==> config.mk <==
export PLATFORM = sky130hd
export DESIGN_NAME = omp_top
export DESIGN_NICKNAME = d
export VERILOG_FILES = /design/src/design/omp_pkg.sv /design/src/design/omp_fault_if.sv /design/src/design/omp_fault_core.sv /design/src/design/omp_top.sv
export SDC_FILE = /design/constraint.sdc
export NUM_CORES = 1
export LEC_CHECK = 0
export ABC_CLOCK_PERIOD_IN_PS = 2400
export BUFFER_PORTS_ARGS = -buffer_cell sky130_fd_sc_hd__buf_2
export CAP_MARGIN = 20
export CORE_ASPECT_RATIO = 0.75
export CORE_MARGIN = 1.5
export CORE_UTILIZATION = 30
export DETAILED_ROUTE_END_ITERATION = 6
export PLACE_DENSITY_LB_ADDON = 0.05
export SYNTH_ARGS = -nofsm -noshare
export SYNTH_HDL_FRONTEND = slang
export SYNTH_SLANG_ARGS = --single-unit
==> constraint.sdc <==
create_clock -name hclk -period 2.4 [get_ports hclk]
set_input_delay 0.72 -clock hclk [delete_from_list [all_inputs] [get_ports hclk]]
set_output_delay 0.72 -clock hclk [all_outputs]
set_load 0.02 [all_outputs]
==> src/design/omp_pkg.sv <==
// Operation
// - Leaving the power-good window drops power-good while switching and regulation continue.
// - Power-good rises only after soft-start has finished.
// - An under-voltage turns both gates off and stays latched until the supply is cycled; the code latches it only in PH_RUN, after soft-start.
// - An over-voltage (about 1 V) forces the high-side gate off and the low-side gate on.
// - In an over-voltage response the low-side gate is released once the sense falls below 0.4 V.
// - An over-voltage latches the fault and stops normal switching until the supply is cycled.
// - In any latched fault the low-side gate still turns on whenever over-voltage recurs.
// - A floating sense input, pulled high by 100 nA, reads as over-voltage and latches low-side on.
// - Protection may turn the low-side gate on even while start-up masks it.
// - An over-current trip latches both gates off, overrides soft-start, cleared by power cycle.
package omp_pkg;

    localparam int          AW          = 12;
    localparam logic [11:0] OFS_CTRL    = 12'h000;
    localparam logic [11:0] OFS_STATUS  = 12'h004;
    localparam logic [11:0] OFS_IRQ_ST  = 12'h008;
    localparam logic [11:0] OFS_IRQ_CLR = 12'h00c;
    localparam logic [11:0] OFS_IRQ_EN  = 12'h010;

    localparam int          CTRL_W      = 2;
    localparam int          CTRL_EN     = 0;
    localparam int          CTRL_LOW_SIDE_HOLD_START = 1;
    localparam logic [1:0]  CTRL_RESET  = 2'h3;

    localparam int          IRQ_W       = 6;
    localparam int          IRQ_UV      = 0;
    localparam int          IRQ_OV      = 1;
    localparam int          IRQ_OC      = 2;
    localparam int          IRQ_PG_RISE = 3;
    localparam int          IRQ_PG_FALL = 4;
    localparam int          IRQ_SS_DONE = 5;
    localparam logic [5:0]  IRQ_EN_RESET = 6'h00;

    localparam int          STATUS_W    = 14;

    typedef enum logic [1:0] {
        PH_SOFT_START = 2'b00,
        PH_RUN        = 2'b01,
        PH_FAULT      = 2'b10
    } omp_phase_t;

endpackage

==> src/design/omp_fault_if.sv <==
`timescale 1ns/1ps
`default_nettype none
interface omp_fault_if;
    logic uv_cmp;
    logic ov_cmp;
    logic half_cmp;
    logic oc_trip;
    logic uv_arm;
    logic uv_lat;
    logic ov_lat;
    logic oc_lat;
    logic ls_force;

    modport core (
        input  uv_cmp,
        input  ov_cmp,
        input  half_cmp,
        input  oc_trip,
        input  uv_arm,
        output uv_lat,
        output ov_lat,
        output oc_lat,
        output ls_force
    );

    modport ctrl (
        output uv_cmp,
        output ov_cmp,
        output half_cmp,
        output oc_trip,
        output uv_arm,
        input  uv_lat,
        input  ov_lat,
        input  oc_lat,
        input  ls_force
    );
endinterface
`default_nettype wire

==> src/design/omp_fault_core.sv <==
`timescale 1ns/1ps
`default_nettype none
module omp_fault_core (
    input wire logic  hclk,
    input wire logic  hresetn,
    omp_fault_if.core fif
);
    import omp_pkg::*;

    logic uv_lat_ff;
    logic ov_lat_ff;
    logic oc_lat_ff;
    logic ls_force_ff;
    logic nxt_uv_lat;
    logic nxt_ov_lat;
    logic nxt_oc_lat;
    logic nxt_ls_force;

    ////////////////////////////////////////////////////////////////////////
    // Fault latches clear only on power-up reset; the low-side force clears when the sense falls below half
    always_comb
    begin
        nxt_uv_lat   = uv_lat_ff | (fif.uv_cmp & fif.uv_arm);
        nxt_ov_lat   = ov_lat_ff | fif.ov_cmp;
        nxt_oc_lat   = oc_lat_ff | fif.oc_trip;
        nxt_ls_force = ls_force_ff;
        if (fif.ov_cmp)
        begin
            nxt_ls_force = 1'b1;
        end
        else if (fif.half_cmp)
        begin
            nxt_ls_force = 1'b0;
        end
    end

    always_ff @(posedge hclk or negedge hresetn)
    begin
        if (!hresetn)
        begin
            uv_lat_ff   <= 1'b0;
            ov_lat_ff   <= 1'b0;
            oc_lat_ff   <= 1'b0;
            ls_force_ff <= 1'b0;
        end
        else
        begin
            uv_lat_ff   <= nxt_uv_lat;
            ov_lat_ff   <= nxt_ov_lat;
            oc_lat_ff   <= nxt_oc_lat;
            ls_force_ff <= nxt_ls_force;
        end
    end

    assign fif.uv_lat   = uv_lat_ff;
    assign fif.ov_lat   = ov_lat_ff;
    assign fif.oc_lat   = oc_lat_ff;
    assign fif.ls_force = ls_force_ff;
endmodule
`default_nettype wire

==> src/design/omp_top.sv <==
// The AHB-Lite interface to the registers and the placing of the registers were decided locally.
`timescale 1ns/1ps
`default_nettype none
module omp_top (
    input  wire logic        hclk,
    input  wire logic        hresetn,
    input  wire logic        hsel,
    input  wire logic [31:0] haddr,
    input  wire logic [1:0]  htrans,
    input  wire logic        hwrite,
    input  wire logic [2:0]  hsize,
    input  wire logic [31:0] hwdata,
    input  wire logic        hready,
    output logic             hreadyout,
    output logic             hresp,
    output logic [31:0]      hrdata,
    input  wire logic        output_sense_in_window,
    input  wire logic        output_sense_below_uv,
    input  wire logic        output_sense_above_ov,
    input  wire logic        output_sense_below_half,
    input  wire logic        soft_start_done_in,
    input  wire logic        overcurrent_trip_in,
    input  wire logic        pwm_in,
    output logic             power_good_out,
    output logic             high_side_gate,
    output logic             low_side_gate,
    output logic             irq_out
);
    import omp_pkg::*;

    omp_fault_if fif ();

    omp_fault_core u_core (
        .hclk    (hclk),
        .hresetn (hresetn),
        .fif     (fif)
    );

    ////////////////////////////////////////////////////////////////////////
    // Declarations

    logic [AW-1:0]     addr_ff;
    logic              wr_ff;
    logic              act_ff;
    logic [31:0]       hrdata_ff;
    logic [CTRL_W-1:0] ctrl_ff;
    logic [IRQ_W-1:0]  irq_en_ff;
    logic [IRQ_W-1:0]  irq_st_ff;
    logic              irq_ff;
    omp_phase_t        phase_ff;
    logic              hs_seen_ff;
    logic              pg_ff;
    logic              hs_ff;
    logic              ls_ff;

    logic [AW-1:0]     nxt_addr;
    logic              nxt_wr;
    logic              nxt_act;
    logic [31:0]       nxt_hrdata;
    logic [CTRL_W-1:0] nxt_ctrl;
    logic [IRQ_W-1:0]  nxt_irq_en;
    logic [IRQ_W-1:0]  nxt_irq_st;
    logic              nxt_irq;
    omp_phase_t        nxt_phase;
    logic              nxt_hs_seen;
    logic              nxt_pg;
    logic              nxt_hs;
    logic              nxt_ls;

    logic              addr_take;
    logic              wr_ctrl;
    logic              wr_clr;
    logic              wr_en;
    logic              fault;
    logic              low_side_hold_start_mask;
    logic [IRQ_W-1:0]  irq_evt;
    logic [IRQ_W-1:0]  irq_clr;
    logic [STATUS_W-1:0] status;

    ////////////////////////////////////////////////////////////////////////
    // Comparator results into the fault latches

    assign fif.uv_cmp   = output_sense_below_uv;
    assign fif.ov_cmp   = output_sense_above_ov;
    assign fif.half_cmp = output_sense_below_half;
    assign fif.oc_trip  = overcurrent_trip_in;
    assign fif.uv_arm   = (phase_ff == PH_RUN);

    assign fault = fif.uv_lat | fif.ov_lat | fif.oc_lat;

    ////////////////////////////////////////////////////////////////////////
    // AHB-Lite slave, zero wait states, always OKAY

    assign addr_take = hsel & htrans[1] & hready;
    assign wr_ctrl   = act_ff & wr_ff & (addr_ff == OFS_CTRL);
    assign wr_clr    = act_ff & wr_ff & (addr_ff == OFS_IRQ_CLR);
    assign wr_en     = act_ff & wr_ff & (addr_ff == OFS_IRQ_EN);

    always_comb
    begin
        nxt_act  = addr_take;
        nxt_wr   = addr_take & hwrite;
        nxt_addr = addr_take ? haddr[AW-1:0] : addr_ff;
        nxt_ctrl = wr_ctrl ? hwdata[CTRL_W-1:0] : ctrl_ff;
        nxt_irq_en = wr_en ? hwdata[IRQ_W-1:0] : irq_en_ff;
    end

    ////////////////////////////////////////////////////////////////////////
    // Start-up phase and low-side masking during soft-start

    assign low_side_hold_start_mask = ctrl_ff[CTRL_LOW_SIDE_HOLD_START] & (phase_ff == PH_SOFT_START) & ~hs_seen_ff;

    always_comb
    begin
        nxt_phase   = phase_ff;
        nxt_hs_seen = hs_seen_ff | hs_ff;
        case (phase_ff)
            PH_SOFT_START:
            begin
                if (fault)
                begin
                    nxt_phase = PH_FAULT;
                end
                else if (soft_start_done_in)
                begin
                    nxt_phase = PH_RUN;
                end
            end
            PH_RUN:
            begin
                if (fault)
                begin
                    nxt_phase = PH_FAULT;
                end
            end
            PH_FAULT:
            begin
                nxt_phase = PH_FAULT;
            end
            default:
            begin
                nxt_phase = PH_FAULT;
            end
        endcase
    end

    ////////////////////////////////////////////////////////////////////////
    // Gate enables and power-good

    always_comb
    begin
        // High side off under any fault or over-voltage
        nxt_hs = ctrl_ff[CTRL_EN] & pwm_in & ~fault & ~fif.ls_force
               & ~output_sense_above_ov & (phase_ff != PH_FAULT);
        // Protection bypasses the start-up mask and any latch
        nxt_ls = fif.ls_force | output_sense_above_ov
               | (ctrl_ff[CTRL_EN] & ~pwm_in & ~fault & ~low_side_hold_start_mask
                  & (phase_ff != PH_FAULT));
        nxt_pg = ctrl_ff[CTRL_EN] & (phase_ff == PH_RUN) & ~fault
               & output_sense_in_window;
    end

    ////////////////////////////////////////////////////////////////////////
    // Interrupts: sticky status, set wins over clear

    always_comb
    begin
        irq_evt = '0;
        irq_evt[IRQ_UV]      = fif.uv_lat;
        irq_evt[IRQ_OV]      = fif.ov_lat;
        irq_evt[IRQ_OC]      = fif.oc_lat;
        irq_evt[IRQ_PG_RISE] = nxt_pg & ~pg_ff;
        irq_evt[IRQ_PG_FALL] = ~nxt_pg & pg_ff;
        irq_evt[IRQ_SS_DONE] = (phase_ff == PH_SOFT_START) & (nxt_phase == PH_RUN);
        irq_clr    = wr_clr ? hwdata[IRQ_W-1:0] : '0;
        nxt_irq_st = (irq_st_ff & ~irq_clr) | irq_evt;
        nxt_irq    = |(nxt_irq_st & nxt_irq_en);
    end

    ////////////////////////////////////////////////////////////////////////
    // Read data, taken from next values so back-to-back reads see writes

    always_comb
    begin
        status = '0;
        status[0]  = output_sense_in_window;
        status[1]  = output_sense_below_uv;
        status[2]  = output_sense_above_ov;
        status[3]  = output_sense_below_half;
        status[4]  = soft_start_done_in;
        status[5]  = fif.uv_lat;
        status[6]  = fif.ov_lat;
        status[7]  = fif.oc_lat;
        status[8]  = fif.ls_force;
        status[9]  = pg_ff;
        status[10] = hs_ff;
        status[11] = ls_ff;
        status[13:12] = phase_ff;
        nxt_hrdata = '0;
        if (addr_take & ~hwrite)
        begin
            case (haddr[AW-1:0])
                OFS_CTRL:   nxt_hrdata[CTRL_W-1:0]   = nxt_ctrl;
                OFS_STATUS: nxt_hrdata[STATUS_W-1:0] = status;
                OFS_IRQ_ST: nxt_hrdata[IRQ_W-1:0]    = nxt_irq_st;
                OFS_IRQ_EN: nxt_hrdata[IRQ_W-1:0]    = nxt_irq_en;
                default:    nxt_hrdata = '0;
            endcase
        end
    end

    ////////////////////////////////////////////////////////////////////////
    // Registers

    always_ff @(posedge hclk or negedge hresetn)
    begin
        if (!hresetn)
        begin
            addr_ff    <= '0;
            wr_ff      <= 1'b0;
            act_ff     <= 1'b0;
            hrdata_ff  <= '0;
            ctrl_ff    <= CTRL_RESET;
            irq_en_ff  <= IRQ_EN_RESET;
            irq_st_ff  <= '0;
            irq_ff     <= 1'b0;
            phase_ff   <= PH_SOFT_START;
            hs_seen_ff <= 1'b0;
            pg_ff      <= 1'b0;
            hs_ff      <= 1'b0;
            ls_ff      <= 1'b0;
        end
        else
        begin
            addr_ff    <= nxt_addr;
            wr_ff      <= nxt_wr;
            act_ff     <= nxt_act;
            hrdata_ff  <= nxt_hrdata;
            ctrl_ff    <= nxt_ctrl;
            irq_en_ff  <= nxt_irq_en;
            irq_st_ff  <= nxt_irq_st;
            irq_ff     <= nxt_irq;
            phase_ff   <= nxt_phase;
            hs_seen_ff <= nxt_hs_seen;
            pg_ff      <= nxt_pg;
            hs_ff      <= nxt_hs;
            ls_ff      <= nxt_ls;
        end
    end

    assign hreadyout      = 1'b1;
    assign hresp          = 1'b0;
    assign hrdata         = hrdata_ff;
    assign power_good_out = pg_ff;
    assign high_side_gate = hs_ff;
    assign low_side_gate  = ls_ff;
    assign irq_out        = irq_ff;
endmodule
`default_nettype wire

==> Word-level counts from Yosys, hierarchy flattened <==
Index checks and enable logic that the tools add are counted.
{ "op_classes": {"reduce_logical": 5, "eq_ne": 8, "n_mux": 13, "bitwise": 47} }
{ "op_table": {"columns": ["op", "count"], "rows": [
  ["$and A1 B1 Y1", 26],
  ["$eq A12 B4 Y1 const B", 2],
  ["$eq A12 B5 Y1 const B", 2],
  ["$logic_not A12 Y1", 2],
  ["$mux W14", 1],
  ["$and A6 B6 Y6", 2],
  ["$eq A12 B3 Y1 const B", 1],
  ["$mux W6", 2],
  ["$pmux W4 S3", 1],
  ["$not A1 Y1", 9],
  ["$mux W2", 4],
  ["$mux W8", 1],
  ["$or A1 B1 Y1", 8],
  ["$pmux W2 S4", 1],
  ["$not A6 Y6", 1],
  ["$or A6 B6 Y6", 1],
  ["$reduce_or A6 Y1", 1],
  ["$eq A2 B1 Y1 const B", 2],
  ["$pmux W2 S2", 1],
  ["$logic_not A2 Y1", 1],
  ["$mux W1", 2],
  ["$ne A2 B2 Y1 const B", 1],
  ["$reduce_bool A2 Y1", 1]
]} }
{ "totals": {"reg_bits": 53, "inputBits": 81, "output_inout_bits": 38} }

==> Longest topological paths before layout <==
Gate-level depths: netlist of the first run.
{ "logic_depth": {"depth_word": 10, "mapped_depth": 7, "mapped_depth_nobuf": 6} }

==> By module <==
From an unflattened synthesis of the first run, not the netlist that was laid out.
{ "unflattened": {"cells_unflattened": 215, "hier_area_um2": 2462.4} }
{ "modules_own_cells": {"columns": ["module", "instances", "area_per_inst_um2", "cells_each", "seq_area_each_um2"], "rows": [
  ["omp_top", 1, 2329.7, 206, 1228.7],
  ["omp_fault_core", 1, 132.6, 9, 100.1]
]} }

==> Least setup slack after synthesis of the first run <==
OpenSTA, ideal clock, no wires.
{ "synth_timing": {"kind": "input port to flip-flop", "start": "input port haddr[7]", "end": "register hrdata_ff[10], in the netlist hrdata[10]", "path_slack_ns": 0.204, "setup_time_ns": 0.067, "path_stages": 5, "arrival_ns": 2.129, "path_cell_list": "nor4_1 -> nand3_1 -> nor4b_4 -> nor3b_1 -> and2_1"} }
{ "synth_via": {"elab_chain_cells": 3} }
{ "synth_rtl": {"columns": ["item", "line_no", "text"], "rows": [
  ["from (decl)", "omp_top.sv:8", "input wire logic [31:0] haddr,"],
  ["$eq A12 B3 Y1", "omp_top.sv:202", "case (haddr[AW-1:0])"],
  ["$mux W8", "omp_top.sv:202", null],
  ["$mux W14", "omp_top.sv:200", "if (addr_take & ~hwrite)"],
  ["named net nxt_hrdata[10]", "omp_top.sv:59", "logic [31:0] nxt_hrdata;"],
  ["to (signal assigned)", "omp_top.sv:238", "hrdata_ff <= nxt_hrdata;"],
  ["to (decl)", "omp_top.sv:45", "logic [31:0] hrdata_ff;"]
]} }
The timed path passes the listed nets, and every way through them passes these cells.
A chain may end at the register's enable or synchronous reset.

==> Worst setup path in the final report of the first run <==
{ "layout_timing": {"start": "register addr_ff[11]", "end": "register hrdata_ff[5], in the netlist hrdata[5]"} }
{ "layout_via": {"elab_chain_cells": 8} }
{ "layout_rtl": {"columns": ["item", "line_no", "text"], "rows": [
  ["from (decl)", "omp_top.sv:42", "logic [AW-1:0] addr_ff;"],
  ["from (signal assigned)", "omp_top.sv:235", "addr_ff <= nxt_addr;"],
  ["$eq A12 B4 Y1", "omp_top.sv:96", "assign wr_clr = act_ff & wr_ff & (addr_ff == OFS_IRQ_CLR);"],
  ["$and A1 B1 Y1", "omp_top.sv:96", null],
  ["$mux W6", "omp_top.sv:175", "irq_clr = wr_clr ? hwdata[IRQ_W-1:0] : '0;"],
  ["$not A6 Y6", "omp_top.sv:176", "nxt_irq_st = (irq_st_ff & ~irq_clr) | irq_evt;"],
  ["$and A6 B6 Y6", "omp_top.sv:176", null],
  ["$or A6 B6 Y6", "omp_top.sv:176", null],
  ["$pmux W4 S3 (*)", "omp_top.sv:202", null],
  ["$mux W14 (*)", "omp_top.sv:200", null],
  ["named net nxt_hrdata[5]", "omp_top.sv:59", null]
]} }
The timed path passes the listed nets; every way through them passes the cells marked *.

==> impl_metrics.toml, run 1 <==
[status]
status = "finished clean"

[detailed_routing]
wl_per_cell_um = 14.0
drtPass1Iterations = 4
routed_via_density = 4.31
antenna_left = 0
routed_wl_um = 5380
num_vias = 1658
drcViolationCount = 0
drt-initial-drc-count = 78

[sta]
holdWs_ns = 0.324
finalCritPeriodShare = 0.924
period_needed_ns = 2.22
hold_viol_final = 0
finalClockSkew_ns = 0.00463
finalMaxSlewViolations = 0
finalSetupTns_ns = 0
setup_violations = 0
fmax_ghz = 0.451
rsz0062_at_grt = "no"

[logic_synthesis]
synth-xor-area-share = 0.00359
synth_top_family_by_area = "simple AND/OR/NAND/NOR gates"
yosys-top-cells-area = "dfrtp_1, mux2_2, buf_4"
synthArstFlopShare = 1.00
synth_edf_count = 0
ys_types = 41
ys.warnings.count = 0
synthSimpleGateAreaFrac = 0.172
synth_seq_cells = 53
synth_ff_type = "dfrtp_1"
netlist_area_um2 = 2440
netlist.top_cell.by_area = "dfrtp_1"
netlist_instances = 212
synth_top_area_frac = 0.523
synth.area.mux_share = 0.0769
synth_area_per_cell_um2 = 11.5
synth_compound_area_frac = 0.0954
ys_seq_area_frac = 0.545
synthAdderAreaFrac = 0

[clock_tree]
clock_tree.root_cell = "clkbuf_8"
post_cts_buffers = 0
cts_sinks = 53
cts_tree = "built"
clkTransAtPathRegs_ns = 0.09
cts-htree-levels = 2
clk_latency_ns = 0.30
cts_buffers = 5
clk_path_buf_depth = 2

[global_routing]
track_usage = 0.135
grt_max_degree = 25
antenna_found_initial = 0
grt_pass1_wl_um = 8730
grt_pass1_vias = 1586
grt-ovfl-total = 0

[cells_and_area]
syn2layout_area_growth_pct = 20.7
utilization = 0.373
n_antenna_cell = 0
drive_gt1_frac = 0.368
nets = 360
final_cells = 385
postLayoutCellArea_um2 = 2940

[floorplan]
ioPinCount = 119
dieArea_um2 = 8690
die_w_um = 107
die_h_um = 81.1
row_count = 28
start_util = 0.310
core_area_um2 = 7880

[critical_path]
r2r_end = "hrdata[5]"
r2r_cells = 7
cp_max_fo = 6
required_ns = 2.60
r2r_slack_ns = 0.18
cp-end-kind = "register"
start_kind = "register"
critical_path_class = "reg2reg"
r2r_start = "addr_ff[11]"
cp.arrival_ns = 2.42

[placement]
place_congestion = 0.709
placed_area_um2 = 2820
io_buffer_count = 48
hpwl_um = 4220
dp_cells = 377

[pwr]
cellLeakagePower_uw = 0.00148
peakVddDrop_mv = 0.227
cellPowerDensity_nw_per_um2 = 604

[flow_run]
cap_violations = 0

[min_path]
worstHoldPathType = "in2async"
-- timing repair --
| action | CTS | global route |
|---|---|---|
| hold buffers | 0 | 0 |
| endpoints found under the setup margin | 0 | 1 |
| endpoints found under the hold margin | 0 | 0 |
| resized for setup | 0 | 1 |
-- cells in the mapped netlist (2+ instances only) --
cell	count
nor3_1	3
nand2_1	14
a22oi_1	3
inv_1	16
a21o_1	5
and3_1	2
and2_1	13
mux2_2	14
o221ai_1	3
mux2i_1	3
or4_4	2
buf_4	20
dfrtp_1	51
nor2_1	8
nor2b_1	2
a21oi_1	5
nand3_1	9
or2_2	4
dfstp_2	2
nor4_1	5
conb_1	2
o21ai_0	6
o211ai_1	2
-- power breakdown --
group          switching [µW]  total [µW]  internal (µW)  leakage [µW]
Clock                     290         630            341     0.0000585
Sequential               34.6         972            937      0.000667
Combinational            99.7         177           76.9      0.000754
-- critical path: stages (launching register included) --
cell	delay, ns
dfrtp_1	0.40
or4bb_2	0.70
nor4_4	0.17
buf_4	0.20
nand2_1	0.07
a32oi_2	0.23
o221ai_1	0.17
and2_1	0.17
-- kinds of logic (layout without fill, tap and decap cells) --
family / Yosys count / count (layout)
buffers and inverters: 39 / 89
other: 2 / 20
flip-flops: 53 / 53
AO/OA/AOI/OAI: 31 / 31
XOR/XNOR: 1 / 1
AND/OR/NAND/NOR: 69 / 69
multiplexers: 17 / 17
-- per-layer routing --
| metal | up-vias | part of all wire | GRT usage |
|---|---|---|---|
| met2 | 44 | 0.40 | 0.181 |
| met4 | 0 | 0.0078 | 0.0320 |
| met5 | - | 0 | 0 |
| li1 | 829 | - | - |
| met1 | 783 | 0.55 | 0.214 |
| met3 | 2 | 0.046 | 0.0297 |
-- final cells by class --
type                    count  area [µm²]
fillers                   825        4940
flip-flops and latches     53        1330
inverters                  16        60.1
well taps                 105         131
clock inverters             1        30.0
repair buffers             65         380
clock buffers               7        86.3
multi-input cells         138         927
-- layout by cell type (no fill, tap or decap), types with 3 or more instances in the layout --
| master | n |
|---|---|
| mux2_2 | 14 |
| nand2_1 | 14 |
| or2_2 | 4 |
| nor4_1 | 5 |
| a22oi_1 | 3 |
| buf_2 | 48 |
| conb_1 | 20 |
| nor2_1 | 8 |
| a21o_1 | 5 |
| a21oi_1 | 5 |
| nor3_1 | 3 |
| buf_4 | 16 |
| nand3_1 | 9 |
| clkbuf_8 | 6 |
| o221ai_1 | 3 |
| dfrtp_1 | 51 |
| and2_1 | 13 |
| o21ai_0 | 6 |
| inv_1 | 16 |
-- worst max path at each step --
stage | start | end
floorplan | haddr[7] | hrdata[10]
global placement | haddr[7] | hrdata[4]
finish | addr_ff[11] | hrdata[5]
CTS | addr_ff[11] | irq_out
detailed placement | haddr[7] | hrdata[4]
global route | addr_ff[3] | irq_out
-- per-stage QoR --
stage,setup slack [ns],power (µW)
2_1_floorplan,0.204,1110
3_3_place_gp,-0.0224,1170
3_5_place_dp,-0.0346,1170
4_1_cts,0.184,1810
5_1_grt,0.0216,1870
6_report,0.182,1780
-- flip-flops by register name (all words and copies together) (netlist names), 2 cells and up --
register	flops
ctrl_ff	2
irq_st_ff	6
hrdata	14
irq_en_ff	6
addr_ff	12
phase_ff	2
No activity file was read; power rests on OpenSTA's default activity.
==> run 2, diff against run 1 <==
ABC_CLOCK_PERIOD_IN_PS = 2200   (was 2400)
CORE_ASPECT_RATIO = unset   (was 0.75)
clock period = 2.2 ns   (was 2.4 ns; I/O delays follow)
==> run 2 against run 1 <==
Against the previous run: sequential power rose by 9%; non-clock buffer count rose by 8; via count rose by 2.8%; clock skew fell by 0.00074 ns; largest cell class unchanged.
==> impl_metrics.toml, run 2 (synthesis gave the netlist of run 1 again) <==
[status]
status = "finished clean"

[cells_and_area]
syn2layout_area_growth_pct = 25.4
final_common_cell = "dfrtp_1"
utilization = 0.392
fillers = 778
mostFrequentLayoutCells = "dfrtp_1, buf_2, buf_4"
final_cells = 390
drive_gt1_frac = 0.424
nets = 368
n_antenna_cell = 0
largest_register_ffs = 14

[floorplan]
dieArea_um2 = 8680
core_area_um2 = 7810
start_util = 0.313
die_h_um = 93.2
die_w_um = 93.2
ioPinCount = 119
row_count = 32

[detailed_routing]
drcViolationCount = 0
antenna_left = 0
dr_wl_met2_um = 2460
routed_via_density = 4.37
drt-initial-drc-count = 51
drt-met1-wl_um = 2690
drtPass1Iterations = 4
num_vias = 1705
top_layer = "met4"
wl_per_cell_um = 14.1
wl_met3_um = 292
routed_wl_um = 5490

[pwr]
pwr-share-seq = 0.542
p_switching_uw = 488
p_comb_frac = 0.111
peakVddDrop_mv = 0.384
pwr-share-clk = 0.347
switching_share = 0.250
cellLeakagePower_uw = 0.00152
internal-power_uw = 1470
total_power_uw = 1950
cellPowerDensity_nw_per_um2 = 639

[global_routing]
antenna_found_initial = 0
grt_pass1_wl_um = 8830
grt_pass1_vias = 1626
grt-ovfl-total = 0
track_usage = 0.136
grt_max_degree = 26

[sta]
period_needed_ns = 2.14
rsz0062_at_grt = "yes"
setup_violations = 0
max_slew.worst_pin.slew_ns = 0.578
finalMaxSlewViolations = 0
finalCritPeriodShare = 0.973
holdWs_ns = 0.308
hold_viol_final = 0
fmax_ghz = 0.467
finalClockSkew_ns = 0.00389
max_slew_margin = 0.611

[critical_path]
r2r_start = "addr_ff[11]"
start_kind = "register"
cp.arrival_ns = 2.34
r2r_end = "hrdata[2]"
r2r_cells = 7
cp_max_fo = 6
cpMaxStageDelayCell = "or4bb_4"
cp-end-kind = "register"
cp_cell_sequence = "or4bb_4 > nor4_4 > buf_6 > nand2_2 > a21o_1 > a222oi_1 > nor2b_1"
required_ns = 2.40
critical_path_class = "reg2reg"
r2r_slack_ns = 0.06
cpPeakStageDelay_ns = 0.54

[placement]
dp_cells = 381
hpwl_um = 4280
io_buffer_count = 48
place_congestion = 0.773

[min_path]
worstHoldPathType = "in2async"

[flow_run]
cap_violations = 0

[clock_tree]
clkTransAtPathRegs_ns = 0.10
cts_sinks = 53
cts-htree-levels = 2
hold_buffers = 0
clk_latency_ns = 0.31
clk_path_buf_depth = 2
clock_tree.root_cell = "clkbuf_8"
cts_buffers = 5
cts_tree = "built"
run 2: repair_timing:
item | in CTS | in global routing
endpoints found under the setup margin | 4 | 7
resized for setup | 2 | 13
pin swaps | 0 | 11
setup buffers | 0 | 1
run 2: routing by layer:
metal  track usage  vias to the layer above
li1              -                      838
met1         0.191                      810
met2         0.209                       52
met3        0.0390                        5
met4        0.0303                        0
met5             0                        -
run 2: how the worst max path moves through the flow:
stage	start	to	slack, ns
floorplan	haddr[7]	hrdata[10]	0.06
global placement	haddr[7]	hrdata[5]	-0.25
detailed placement	haddr[7]	hrdata[5]	-0.23
CTS	addr_ff[11]	hrdata[5]	-0.008
global route	addr_ff[3]	hrdata[2]	-0.05
finish	addr_ff[11]	hrdata[2]	0.06
run 2: per-stage QoR:
stage / worst slack, ns / setup TNS [ns] / instance area [µm²]
finish: 0.0598 / 0 / 3060
global route: -0.0541 / -0.113 / 3060
CTS: -0.00822 / -0.00822 / 2990
detailed placement: -0.232 / -2.38 / 2870
global placement: -0.254 / -2.21 / 2870
floorplan: 0.0644 / 0 / 2510
run 2: cell type report:
class / count / area [µm²] / area share
Inverter: 16 / 60.1 / 0.0196
Multi-Input combinational cell: 138 / 988 / 0.323
Sequential cell: 53 / 1330 / 0.434
Timing Repair Buffer: 73 / 444 / 0.145
Clock buffer: 6 / 72.6 / 0.0237
Clock inverter: 2 / 38.8 / 0.0127
Tap cell: 102 / 128 / 0.0417
run 2: worst max-delay path: cells and delay by family (launching register included):
family	cells	cell delay, ns
DFF	1	0.41
buffers and inverters	1	0.17
and+or+nand+nor	4	0.95
AOI/OAI and AO/OA	2	0.48
run 2: power groups by stage:
stage	Combinational, µW	Clock [µW]	Sequential [µW]
floorplan	139	0	1070
global placement	213	0	1070
detailed placement	215	0	1070
CTS	216	704	1060
global route	242	750	1070
finish	217	678	1060
